`src/rtcw_pkg.sv`:
```
// constants, types and helpers shared by the rtc register window block
//
// Contract
// - two-bit time pointer at config bits 9-8 picks the time window pair
// - time pointer 0 min/sec, 1 weekday/hours, 2 month/day, 3 zero/year
// - time window high-byte write lowers time pointer, stopping at zero
// - at pointer zero the time window keeps showing minutes and seconds
// - alarm pointer picks alarm pair: min/sec, weekday/hours, month/day, none
// - alarm window high-byte write lowers alarm pointer, stopping at zero
// - any read of either window byte lowers that window's pointer
// - low-byte writes never move a window pointer
// - time window writes are dropped unless the unlock bit 13 is set
// - unlock bit may be set only just after key writes 55h then aah
// - two-bit source field picks crystal, low-power osc, 50 hz or 60 hz
// - module enable bit 15 is writable only while unlock bit is set
// - read ripple flag bit 12 follows the counters' rollover hazard while module enable bit 15 is set, else reads zero
// - half-second flag bit 11 is read-only, cleared by min/sec low write
// - output enable bit 10 turns the clock output function on
// - config register is reset only by power-on reset
// - signed eight-bit trim adds or removes pulses every 15 seconds
// - source select sits at bits 11-10 of the power control register
package rtcw_pkg;

	localparam int DATA_W = 16;
	localparam int ADDR_W = 3;
	localparam int PTR_W  = 2;
	localparam int TRIM_W = 8;
	localparam int BYTE_W = 8;

	// register indexes on the plain register port
	localparam logic [ADDR_W-1:0] ADDR_CFG   = 3'h0;
	localparam logic [ADDR_W-1:0] ADDR_TIME  = 3'h1;
	localparam logic [ADDR_W-1:0] ADDR_ALARM = 3'h2;
	localparam logic [ADDR_W-1:0] ADDR_ALSET = 3'h3;
	localparam logic [ADDR_W-1:0] ADDR_PWR   = 3'h4;
	localparam logic [ADDR_W-1:0] ADDR_KEY   = 3'h5;

	// clock_config_trim field layout
	localparam int CFG_ON_BIT     = 15;
	localparam int CFG_UNLOCK_BIT = 13;
	localparam int CFG_RIPPLE_BIT = 12;
	localparam int CFG_HALF_BIT   = 11;
	localparam int CFG_OE_BIT     = 10;
	localparam int PTR_LSB        = 8;
	localparam int TRIM_LSB       = 0;
	localparam int SRC_LSB        = 10;

	// reset values and implemented-bit masks
	localparam logic [DATA_W-1:0] CFG_RST   = 16'h0000;
	localparam logic [DATA_W-1:0] ALSET_RST = 16'h0000;
	localparam logic [DATA_W-1:0] PWR_RST   = 16'h0000;
	localparam logic [DATA_W-1:0] PWR_MASK  = 16'hff00;

	// window pointer values
	localparam logic [PTR_W-1:0] PTR_MINUTES_SECONDS_REGISTER = 2'h0;
	localparam logic [PTR_W-1:0] PTR_WDHR   = 2'h1;
	localparam logic [PTR_W-1:0] PTR_MTHDY  = 2'h2;
	localparam logic [PTR_W-1:0] PTR_TOP    = 2'h3;

	// reference source codes
	localparam logic [PTR_W-1:0] SRC_SEC_CRYSTAL = 2'h0;
	localparam logic [PTR_W-1:0] SRC_LOW_POWER   = 2'h1;
	localparam logic [PTR_W-1:0] SRC_LINE_50HZ   = 2'h2;
	localparam logic [PTR_W-1:0] SRC_LINE_60HZ   = 2'h3;

	// unlock key bytes
	localparam logic [BYTE_W-1:0] KEY_FIRST  = 8'h55;
	localparam logic [BYTE_W-1:0] KEY_SECOND = 8'haa;

	// unlock window: a longest time, so it rounds down, floor one cycle
	localparam int CLK_PERIOD_NS  = 10;
	localparam int UNLOCK_WIN_NS  = 20;
	localparam int UNLOCK_WIN_CYC = (UNLOCK_WIN_NS / CLK_PERIOD_NS) < 1 ?
		1 : (UNLOCK_WIN_NS / CLK_PERIOD_NS);
	localparam int WIN_CNT_W      = 4;

	typedef enum logic [2:0] {
		UL_IDLE = 3'b001,
		UL_HALF = 3'b010,
		UL_OPEN = 3'b100
	} rtcw_unlock_e;

	// saturating pointer step shared by both windows
	function automatic logic [PTR_W-1:0] ptr_step(input logic [PTR_W-1:0] p);
		ptr_step = (p == PTR_MINUTES_SECONDS_REGISTER) ? PTR_MINUTES_SECONDS_REGISTER : p - 2'h1;
	endfunction : ptr_step

endpackage : rtcw_pkg

```
`src/rtcw_unlock.sv`:
```
// key sequence watcher that opens a short window for the unlock bit
`timescale 1ns/1ps
module rtcw_unlock
	import rtcw_pkg::*;
#(
	parameter int WIN_CYC = UNLOCK_WIN_CYC
) (
	input  wire logic              sys_clk_i,
	input  wire logic              reset_n_i,
	input  wire logic              bus_act_i,
	input  wire logic              key_we_i,
	input  wire logic [BYTE_W-1:0] key_data_i,
	output logic                   open_o
);

	rtcw_unlock_e         state_q, state_d;
	logic [WIN_CNT_W-1:0] cnt_q, cnt_d;
	wire  logic           is_first  = key_we_i && key_data_i == KEY_FIRST;
	wire  logic           is_second = key_we_i && key_data_i == KEY_SECOND;

	// the second key must follow the first with no other access between
	always_comb begin
		state_d = state_q;
		cnt_d   = cnt_q;
		case (state_q)
			UL_IDLE: begin
				if (is_first) state_d = UL_HALF;
			end
			UL_HALF: begin
				if (is_second) begin
					state_d = UL_OPEN;
					cnt_d   = WIN_CNT_W'(WIN_CYC);
				end else if (is_first) begin
					state_d = UL_HALF;
				end else if (bus_act_i) begin
					state_d = UL_IDLE;
				end
			end
			UL_OPEN: begin
				// a repeated second key restarts the window
				if (is_second) begin
					cnt_d = WIN_CNT_W'(WIN_CYC);
				end else if (cnt_q <= WIN_CNT_W'(1)) begin
					state_d = UL_IDLE;
					cnt_d   = '0;
				end else begin
					cnt_d = cnt_q - WIN_CNT_W'(1);
				end
			end
			default: begin
				state_d = UL_IDLE;
				cnt_d   = '0;
			end
		endcase
	end

	always_ff @(posedge sys_clk_i) begin
		if (!reset_n_i) begin
			state_q <= UL_IDLE;
			cnt_q   <= '0;
		end else begin
			state_q <= state_d;
			cnt_q   <= cnt_d;
		end
	end

	assign open_o = (state_q == UL_OPEN);

endmodule : rtcw_unlock

```
`src/rtcw_pair_bank.sv`:
```
// indexed store of byte pairs behind one register window
`timescale 1ns/1ps
module rtcw_pair_bank
	import rtcw_pkg::*;
#(
	parameter int         SLOTS   = 4,
	parameter logic [3:0] HI_LIVE = 4'hf,
	parameter logic [3:0] LO_LIVE = 4'hf
) (
	input  wire logic              sys_clk_i,
	input  wire logic              reset_n_i,
	input  wire logic              sw_we_i,
	input  wire logic [1:0]        sw_be_i,
	input  wire logic [PTR_W-1:0]  sw_sel_i,
	input  wire logic [DATA_W-1:0] sw_data_i,
	input  wire logic              hw_we_i,
	input  wire logic [PTR_W-1:0]  hw_sel_i,
	input  wire logic [DATA_W-1:0] hw_data_i,
	input  wire logic [PTR_W-1:0]  rd_sel_i,
	output logic [DATA_W-1:0]      rd_data_o
);

	logic [DATA_W-1:0] slot_q [SLOTS];

	// dead bytes never store anything, so they read back as zero
	always_ff @(posedge sys_clk_i) begin
		for (int i = 0; i < SLOTS; i++) begin
			if (!reset_n_i) begin
				slot_q[i] <= '0;
			end else if (sw_we_i && sw_sel_i == PTR_W'(i)) begin
				if (sw_be_i[1] && HI_LIVE[i])
					slot_q[i][DATA_W-1:BYTE_W] <= sw_data_i[DATA_W-1:BYTE_W];
				if (sw_be_i[0] && LO_LIVE[i])
					slot_q[i][BYTE_W-1:0] <= sw_data_i[BYTE_W-1:0];
			end else if (hw_we_i && hw_sel_i == PTR_W'(i)) begin
				slot_q[i] <= hw_data_i & {{BYTE_W{HI_LIVE[i]}},
					{BYTE_W{LO_LIVE[i]}}};
			end
		end
	end

	assign rd_data_o = slot_q[rd_sel_i];

endmodule : rtcw_pair_bank

```
`src/rtcw_top.sv`:
```
// register front end of the rtc: windows, unlock, config and source select
//
// Strobed register access and the register offsets are this design's own decisions.
`timescale 1ns/1ps
module rtcw_top
	import rtcw_pkg::*;
#(
	parameter int WIN_CYC = UNLOCK_WIN_CYC
) (
	input  wire logic              sys_clk_i,
	input  wire logic              reset_n_i,
	input  wire logic              other_reset_n_i,
	input  wire logic [ADDR_W-1:0] addr_i,
	input  wire logic [DATA_W-1:0] wdata_i,
	input  wire logic [1:0]        be_i,
	input  wire logic              wr_i,
	input  wire logic              rd_i,
	output logic [DATA_W-1:0]      rdata_o,
	input  wire logic              ripple_i,
	input  wire logic              half_tick_i,
	input  wire logic              time_upd_we_i,
	input  wire logic [PTR_W-1:0]  time_upd_sel_i,
	input  wire logic [DATA_W-1:0] time_upd_data_i,
	output logic                   module_on_o,
	output logic                   clock_output_on_o,
	output logic [PTR_W-1:0]       ref_source_o,
	output logic [TRIM_W-1:0]      drift_trim_o,
	output logic                   write_unlock_o,
	output logic                   prescaler_reset_o
);

	// config register pieces; all of them fall only to power-on reset
	logic               cfg_on_q;
	logic               cfg_unlock_q;
	logic               cfg_oe_q;
	logic [PTR_W-1:0]   time_ptr_q;
	logic [TRIM_W-1:0]  trim_q;
	logic               ripple_q;
	logic               half_q;

	// alarm setup and power control registers
	logic [DATA_W-1:0]  alset_q;
	logic [PTR_W-1:0]   alarm_ptr_q;
	logic [DATA_W-1:0]  pwr_q;

	logic [DATA_W-1:0]  rdata_q;
	logic               presc_rst_q;

	// next values
	logic               cfg_on_d;
	logic               cfg_unlock_d;
	logic               cfg_oe_d;
	logic [PTR_W-1:0]   time_ptr_d;
	logic [TRIM_W-1:0]  trim_d;
	logic               half_d;
	logic [DATA_W-1:0]  alset_d;
	logic [PTR_W-1:0]   alarm_ptr_d;
	logic [DATA_W-1:0]  pwr_d;
	logic [DATA_W-1:0]  rdata_d;

	logic               unlock_open;
	logic [DATA_W-1:0]  time_word;
	logic [DATA_W-1:0]  alarm_word;

	// address decode
	wire logic hit_cfg   = addr_i == ADDR_CFG;
	wire logic hit_time  = addr_i == ADDR_TIME;
	wire logic hit_alarm = addr_i == ADDR_ALARM;
	wire logic hit_alset = addr_i == ADDR_ALSET;
	wire logic hit_pwr   = addr_i == ADDR_PWR;
	wire logic hit_key   = addr_i == ADDR_KEY;

	wire logic wr_hi = wr_i && be_i[1];
	wire logic wr_lo = wr_i && be_i[0];

	// time window writes only pass while the lock is open
	wire logic time_wr_ok = wr_i && hit_time && cfg_unlock_q;
	wire logic alarm_wr   = wr_i && hit_alarm;

	// pointer movement: high-byte writes, or any read of the window
	wire logic time_step  = (time_wr_ok && be_i[1])
		|| (rd_i && hit_time);
	wire logic alarm_step = (alarm_wr && be_i[1])
		|| (rd_i && hit_alarm);

	// a low-byte write at the min/sec pair restarts the sub-second phase
	wire logic minutes_seconds_register_lo_wr = time_wr_ok && be_i[0]
		&& time_ptr_q == PTR_MINUTES_SECONDS_REGISTER;

	wire logic key_we = wr_lo && hit_key;

	// the unlock bit may only rise while the key window is open
	wire logic unlock_set = wr_hi && hit_cfg && wdata_i[CFG_UNLOCK_BIT]
		&& unlock_open;
	wire logic unlock_clr = wr_hi && hit_cfg && !wdata_i[CFG_UNLOCK_BIT];

	wire logic [DATA_W-1:0] cfg_word = {
		cfg_on_q, 1'b0, cfg_unlock_q, ripple_q, half_q, cfg_oe_q,
		time_ptr_q, trim_q};

	wire logic [DATA_W-1:0] alset_word = {
		alset_q[DATA_W-1:PTR_LSB+PTR_W], alarm_ptr_q,
		alset_q[PTR_LSB-1:0]};

	rtcw_unlock #(
		.WIN_CYC    (WIN_CYC)
	) u_unlock (
		.sys_clk_i  (sys_clk_i),
		.reset_n_i  (reset_n_i),
		.bus_act_i  (wr_i || rd_i),
		.key_we_i   (key_we),
		.key_data_i (wdata_i[BYTE_W-1:0]),
		.open_o     (unlock_open)
	);

	// time pairs; the top slot has no high byte
	rtcw_pair_bank #(
		.SLOTS     (4),
		.HI_LIVE   (4'h7),
		.LO_LIVE   (4'hf)
	) u_time_bank (
		.sys_clk_i (sys_clk_i),
		.reset_n_i (reset_n_i),
		.sw_we_i   (time_wr_ok),
		.sw_be_i   (be_i),
		.sw_sel_i  (time_ptr_q),
		.sw_data_i (wdata_i),
		.hw_we_i   (time_upd_we_i),
		.hw_sel_i  (time_upd_sel_i),
		.hw_data_i (time_upd_data_i),
		.rd_sel_i  (time_ptr_q),
		.rd_data_o (time_word)
	);

	// alarm pairs; the top slot is empty, counters never load alarms
	rtcw_pair_bank #(
		.SLOTS     (4),
		.HI_LIVE   (4'h7),
		.LO_LIVE   (4'h7)
	) u_alarm_bank (
		.sys_clk_i (sys_clk_i),
		.reset_n_i (reset_n_i),
		.sw_we_i   (alarm_wr),
		.sw_be_i   (be_i),
		.sw_sel_i  (alarm_ptr_q),
		.sw_data_i (wdata_i),
		.hw_we_i   (1'b0),
		.hw_sel_i  (PTR_MINUTES_SECONDS_REGISTER),
		.hw_data_i ('0),
		.rd_sel_i  (alarm_ptr_q),
		.rd_data_o (alarm_word)
	);

	// config register writes, split per byte lane
	assign cfg_on_d = (wr_hi && hit_cfg && cfg_unlock_q)
		? wdata_i[CFG_ON_BIT] : cfg_on_q;
	assign cfg_oe_d = (wr_hi && hit_cfg)
		? wdata_i[CFG_OE_BIT] : cfg_oe_q;
	assign cfg_unlock_d = unlock_set ? 1'b1
		: (unlock_clr ? 1'b0 : cfg_unlock_q);
	assign trim_d = (wr_lo && hit_cfg)
		? wdata_i[TRIM_LSB +: TRIM_W] : trim_q;

	// software sets the pointer directly, otherwise accesses step it down
	assign time_ptr_d = (wr_hi && hit_cfg)
		? wdata_i[PTR_LSB +: PTR_W]
		: (time_step ? ptr_step(time_ptr_q) : time_ptr_q);
	assign alarm_ptr_d = (wr_hi && hit_alset)
		? wdata_i[PTR_LSB +: PTR_W]
		: (alarm_step ? ptr_step(alarm_ptr_q) : alarm_ptr_q);

	// alarm setup and power control, pointer bits kept apart
	assign alset_d = {
		wr_hi && hit_alset ? wdata_i[DATA_W-1:BYTE_W] : alset_q[DATA_W-1:BYTE_W],
		wr_lo && hit_alset ? wdata_i[BYTE_W-1:0] : alset_q[BYTE_W-1:0]};
	assign pwr_d = (wr_hi && hit_pwr) ? (wdata_i & PWR_MASK) : pwr_q;

	// a half tick landing with the clear wins: the flag reads set
	assign half_d = minutes_seconds_register_lo_wr ? half_tick_i
		: (half_tick_i ? !half_q : half_q);

	// read mux; unmapped indexes and the key register read zero
	always_comb begin
		rdata_d = '0;
		if (rd_i) begin
			case (addr_i)
				ADDR_CFG:   rdata_d = cfg_word;
				ADDR_TIME:  rdata_d = time_word;
				ADDR_ALARM: rdata_d = alarm_word;
				ADDR_ALSET: rdata_d = alset_word;
				ADDR_PWR:   rdata_d = pwr_q;
				default:    rdata_d = '0;
			endcase
		end
	end

	// power-on reset only: other resets must not disturb the config word
	always_ff @(posedge sys_clk_i) begin
		if (!reset_n_i) begin
			cfg_on_q     <= CFG_RST[CFG_ON_BIT];
			cfg_unlock_q <= CFG_RST[CFG_UNLOCK_BIT];
			cfg_oe_q     <= CFG_RST[CFG_OE_BIT];
			time_ptr_q   <= CFG_RST[PTR_LSB +: PTR_W];
			trim_q       <= CFG_RST[TRIM_LSB +: TRIM_W];
			half_q       <= CFG_RST[CFG_HALF_BIT];
			ripple_q     <= CFG_RST[CFG_RIPPLE_BIT];
			pwr_q        <= PWR_RST;
		end else begin
			cfg_on_q     <= cfg_on_d;
			cfg_unlock_q <= cfg_unlock_d;
			cfg_oe_q     <= cfg_oe_d;
			time_ptr_q   <= time_ptr_d;
			trim_q       <= trim_d;
			half_q       <= half_d;
			ripple_q     <= ripple_i && cfg_on_q;
			pwr_q        <= pwr_d;
		end
	end

	// alarm setup falls to any reset source
	always_ff @(posedge sys_clk_i) begin
		if (!reset_n_i || !other_reset_n_i) begin
			alset_q     <= ALSET_RST;
			alarm_ptr_q <= ALSET_RST[PTR_LSB +: PTR_W];
		end else begin
			alset_q     <= alset_d;
			alarm_ptr_q <= alarm_ptr_d;
		end
	end

	// bus answer and registered outputs
	always_ff @(posedge sys_clk_i) begin
		if (!reset_n_i) begin
			rdata_q     <= '0;
			presc_rst_q <= 1'b0;
		end else begin
			rdata_q     <= rdata_d;
			presc_rst_q <= minutes_seconds_register_lo_wr;
		end
	end

	assign rdata_o           = rdata_q;
	assign module_on_o       = cfg_on_q;
	assign clock_output_on_o = cfg_oe_q;
	assign ref_source_o      = pwr_q[SRC_LSB +: PTR_W];
	assign drift_trim_o      = trim_q;
	assign write_unlock_o    = cfg_unlock_q;
	assign prescaler_reset_o = presc_rst_q;

endmodule : rtcw_top

```
`config.mk`:
```
export PLATFORM = sky130hd
export DESIGN_NAME = rtcw_top
export DESIGN_NICKNAME = d
export VERILOG_FILES = /design/src/rtcw_pkg.sv /design/src/rtcw_unlock.sv /design/src/rtcw_pair_bank.sv /design/src/rtcw_top.sv
export SDC_FILE = /design/constraint.sdc
export NUM_CORES = 1
export LEC_CHECK = 0
export BUFFER_PORTS_ARGS = -buffer_cell sky130_fd_sc_hd__buf_2
export CORE_MARGIN = 2
export CORE_UTILIZATION = 59
export CTS_CLUSTER_SIZE = 20
export DETAILED_ROUTE_END_ITERATION = 10
export PLACE_DENSITY = 0.79
export SETUP_SLACK_MARGIN = 0.3
export SYNTH_ARGS = -nofsm -noshare
export SYNTH_HDL_FRONTEND = slang
export SYNTH_SLANG_ARGS = --single-unit
```
`constraint.sdc`:
```
create_clock -name sys_clk_i -period 3.5 [get_ports sys_clk_i]
set_input_delay 1.05 -clock sys_clk_i [delete_from_list [all_inputs] [get_ports sys_clk_i]]
set_output_delay 1.05 -clock sys_clk_i [all_outputs]
set_load 0.01 [all_outputs]
```
# Yosys cells after proc, flatten, opt, wreduce, memory -nomap -nowiden
# Memory sizes are Yosys's and may differ from the RTL's. A register that Yosys moved wholly into a read port is not among the register bits.
# Cells that the tools add are included.
[word_totals]
register_bits = 65
memories = 2
out_inout_bits = 30
ramBits = 128
wordCells = 225
in_bits = 47
[op_classes]
order_cmp = 1
reduce_logical = 54
eq_ne = 23
bitwise = 22
addsub = 3
mux = 105
[mem_list]
columns = ["memory", "depth", "width", "read_ports", "rd_ports_with_merged_regs", "wr", "line", "rtl"]
rows = [
  ["u_alarm_bank.slot_q", 4, 16, 1, 1, 4, "rtcw_pair_bank.sv:23", "logic [DATA_W-1:0] slot_q [SLOTS];"],
  ["u_time_bank.slot_q", 4, 16, 1, 1, 4, "rtcw_pair_bank.sv:23", ""],
]
[ops]
columns = ["operator", "n"]
rows = [
  ["$mux W8", 21],
  ["$pmux W16 S5", 1],
  ["$mux W1", 62],
  ["$logic_and A1 B1 Y1", 35],
  ["$or A1 B1 Y1", 21],
  ["$mux W2", 10],
  ["$mux W3", 6],
  ["$mux W4", 3],
  ["$pmux W4 S3", 1],
  ["$eq A2 B2 Y1 const B", 5],
  ["$eq A3 B2 Y1 const B", 3],
  ["$eq A3 B3 Y1 const B", 3],
  ["$pmux W3 S3", 1],
  ["$eq A8 B7 Y1 const B", 1],
  ["$eq A8 B8 Y1 const B", 1],
  ["$reduce_bool A2 Y1", 4],
  ["$eq A2 B1 Y1 const B", 3],
  ["$eq A3 B1 Y1 const B", 2],
  ["$logic_not A2 Y1", 3],
  ["$ne A2 B1 Y1 const B", 3],
  ["$le A4 B1 Y1 const B", 1],
  ["$logic_not A1 Y1", 4],
  ["$logic_or A1 B1 Y1", 4],
  ["$ne A4 B1 Y1 const B", 1],
  ["7 further kinds", 9],
]

# Logic depth before layout (Yosys ltp)
[depth]
ltp_word = 9
ltp_mapped = 8
ltp_nobuf = 6

# Cells and area by module
# Synthesis repeated with hierarchy kept, for this count alone.
[hier_totals]
cells_unflattened = 691
hier_area_um2 = 8525.7
[modules_own_cells]
columns = ["module", "seq_area_each_um2", "area_per_inst_um2", "instances", "cells_per_inst"]
rows = [
  ["rtcw_pair_bank (u_time_bank)", 1681.6, 2900.3, 1, 197],
  ["rtcw_top", 1121.1, 2607.5, 1, 250],
  ["rtcw_pair_bank (u_alarm_bank)", 1441.4, 2516.2, 1, 186],
  ["rtcw_unlock", 140.1, 501.7, 1, 58],
]

# Worst setup path before layout
# No wires, ideal clock.
[synth_path]
path_type = "input port to flip-flop"
start = "input addr_i[0]"
end = "memory u_alarm_bank.slot_q[0][0], enable pin"
t_arrival_ps = 2633
t_required_ps = 3116
path_slack_ps = 483
n_path_buf = 1
path_stages = 4
setup_time_ps = 384
path_cell_list = "clkbuf_1 -> and4bb_2 -> or3b_2 -> o21ai_0"
[synth_lines]
columns = ["item", "line", "rtl"]
rows = [
  ["start: declaration", "rtcw_top.sv:13", "input wire logic [ADDR_W-1:0] addr_i,"],
  ["end: declaration", "rtcw_pair_bank.sv:23", ""],
]

==> reports/qor.yml <==
status: "completed"
cp.required_ns: 3.63
synthFlopType: "edfxtp_1"
dpl_cell_area_sq_um: 8573
dp_hpwl_microns: 14190
syn_to_final_growth_pct: 13.15
num_io_pins: 77
hold_ws_ns: 0.5007
ys_seq_area_share_pct: 55.34
rsz0062_at_grt: "false"
cts_buffer_depth: 2
die_x_microns: 120.9
drive_above_1_share_pct: 18.53
r2r_slack_ns: 1.07
worstRegToRegCells: 4
maxCapViolCount: 0
synth_compound_area_share_pct: 13.51
synthMuxAreaShare_pct: 10.11
grt_pass1_wl_microns: 31820
synthCells: 713
end_kind: "flop"
cp_max_fo: 20
vias: 6057
finalHoldViolCount: 0
die_h_microns: 120.9
clkSlewWorstSetupHoldPaths_ns: 0.06
cpLargestDelayFamily: "simple AND/OR/NAND/NOR gates"
setup-violations-final: 0
endpoint: "u_time_bank.slot_q[2][3]"
cts_resized: 0
cts_buffers: 17
first_global_vias: 5964
drc: 0
cts-root-buf: "clkbuf_16"
slew_viol_final: 0
crit_cells: 6
path_class: "in2reg"
finalWirelength_microns: 19830
path_buf_inv: 2
num_antenna_cells: 0
synthXorXnorAreaFrac_pct: 0.2172
ir_drop_v: 0.0002824
io_buffers: 76
slowest_delay_ns: 0.57
antenna_found_initial: 1
timing.final.crit_share_pct: 78.94
wire_per_inst_microns: 20.57
cts_hold_buf: 0
max_freq_mhz: 361.9
rows: 42
synth_edf_count: 104
synthSimpleGateAreaFrac_pct: 17.02
antenna_left: 0
crit_start: "addr_i[0]"
p_per_area_nw_per_um2: 470.6
worstSetupStartpointType: "input pin"
leakagePower_nw: 3.496
drt_iter0_markers: 465
yosysWarnings: 0
coreArea_sq_um: 13300
cts_max_level: 4
fin_area_sq_um: 9128
finalSetupTns_ns: 0
clkLatencyLatePin_ns: 0.43
cts_tree: "done"
initial_utilization_pct: 60.67
grt_usage_pct: 28.43
overflow: 0
gp_congestion: 0.9111
cts_num_sinks: 171
post_cts_buffers: 0
fin_skew_ns: 0.009367
synth_top_family_by_area: "simple AND/OR/NAND/NOR gates"
synth_nets: 762
arrival_ns: 2.89
nets: 824
synth_async_sr_flop_share_pct: 0
avgSynthCellArea_sq_um: 11.31
grt_max_degree: 24
relSlewSlack_pct: 32.93
worst_pin_slew_ns: 1.005
synthAdderAreaFrac_pct: 0.3102
ys_ff_latch: 171
dieArea_sq_um: 14620
drt-vias-per-instance: 6.283
crit_chain: "buf_2 -> nor4bb_1 -> buf_4 -> nand4_2 -> and3b_1 -> or3_1"
r2r_end: "rdata_o[14]"
cp_slowest_cell: "or3_1"
synth_area_sq_um: 8066
fin_util_pct: 68.65
period_minus_slack_ns: 2.763
hold_class: "reg2reg"
synth.distinct_cells: 61
drtPass1Iterations: 6
-- layout make-up --
type                            count  area [sq um]
Sequential cell                   171          4464
Timing Repair Buffer               96         530.5
Clock buffer                       24         514.2
Multi-Input combinational cell    479          3321
Tap cell                          176         220.2
Inverter                           10         37.54
Fill cell                         938          4168
Clock inverter                      8         40.04
-- how the worst min path moves through the flow --
stage | startpoint | end | slack (ns) | depth (start not counted)
floorplan | pwr_q[14] | pwr_q[14] | 0.45 | 2
global placement | pwr_q[12] | pwr_q[12] | 0.47 | 2
detailed placement | alset_q[1] | alset_q[1] | 0.49 | 2
CTS | alset_q[1] | alset_q[1] | 0.50 | 2
global route | alset_q[7] | alset_q[7] | 0.52 | 2
finish | alset_q[5] | alset_q[5] | 0.50 | 2
-- where the power goes --
part	total, W	switching (W)	internal, W	leakage [nW]
combinational	0.000284	0.000184	0.000100	1.65
clock	0.00176	0.000743	0.00102	0.282
sequential	0.00225	0.0000346	0.00221	1.56
-- cell usage in the layout, fill, tap and decap left out, drive strengths merged, types with 4 or more instances in the layout --
cell / synthesis / routed
dfxtp: 67 / 67
nand2: 32 / 32
and3: 17 / 17
inv: 10 / 11
a31oi: 9 / 9
mux4: 8 / 8
o21ai: 33 / 33
clkinv: 0 / 7
a22oi: 8 / 8
clkbuf: 34 / 24
mux2: 4 / 4
mux2i: 59 / 59
a21oi: 13 / 13
nor2b: 5 / 5
a22o: 56 / 56
nor2: 82 / 82
and2: 71 / 71
buf: 19 / 96
edfxtp: 104 / 104
nand4: 6 / 6
nor4bb: 5 / 5
nand3: 15 / 15
nor3b: 6 / 6
-- worst reg2reg max path, stage by stage, from the launching register on --
cell and delay (ns):
dfxtp_1 0.73, nor2b_1 0.83, o2bb2ai_1 0.26, a31oi_1 0.13
o32ai_1 0.36
-- per-stage QoR --
step,setup WS (ns),instances,power (W)
after floorplan,0.4826,713,0.002444
after global placement,0.4471,932,0.002552
after detailed placement,0.3433,932,0.002565
after CTS,0.7746,964,0.004293
after global routing,0.6376,964,0.004412
final,0.7371,964,0.004296
-- flip-flops by register name, summed over array words and instances (netlist names), 2 cells and up, named ones only --
signal and count:
u_unlock.state_q 3, u_alarm_bank.slot_q 48, rdata_o 16, alarm_ptr_q 2, drift_trim_o 8, pwr_q 8, alset_q 14, u_unlock.cnt_q 4
time_ptr_q 2, u_time_bank.slot_q 56
-- kinds of logic after synthesis --
| family | Yosys count |
|---|---|
| AND/OR/NAND/NOR | 256 |
| flip-flops | 171 |
| AO/OA/AOI/OAI | 148 |
| multiplexers | 71 |
| buffers and inverters | 63 |
| XOR/XNOR | 2 |
| adder cells (fa/ha/maj) | 2 |
-- routing by layer --
layer  up-vias  GRT usage, %  share of wire (%)
met1      2961         37.79                 41
met4         2         9.666                1.8
met3        39         5.075                7.3
met2       286         47.23                 49
li1       2769             -                  -
met5         -             0              0.035
-- cell usage after synthesis (all sizes together) (2+ instances only) --
cell     number  area [sq um]
and3         17         106.4
o21ai        33         165.2
dfxtp        67          1341
o32ai         2         17.52
nand2        32         120.1
o2111ai       2         17.52
o2bb2ai       2         17.52
a31oi         9         56.30
xnor2         2         17.52
nor3b         6         45.04
a21oi        13         65.06
and2         71         444.2
inv          10         37.54
buf          19         116.4
edfxtp      104          3123
a22o         56         490.5
a311oi        2         17.52
or3           3         18.77
a211o         2         17.52
mux2          4         45.04
a21o          2         15.01
mux2i        59         590.6
nor2         82         307.8
mux4          8         180.2
nor3          2         10.01
ha            2         25.02
o221a         2         22.52
nand3        15         75.07
clkbuf       34         127.6
nand4         6         50.04
or3b          3         26.28
a221oi        2         17.52
nor4          3         33.78
a22oi         8         60.06
nor2b         5         31.28
nor4bb        5         50.05
(Power assumes the default switching activity.)
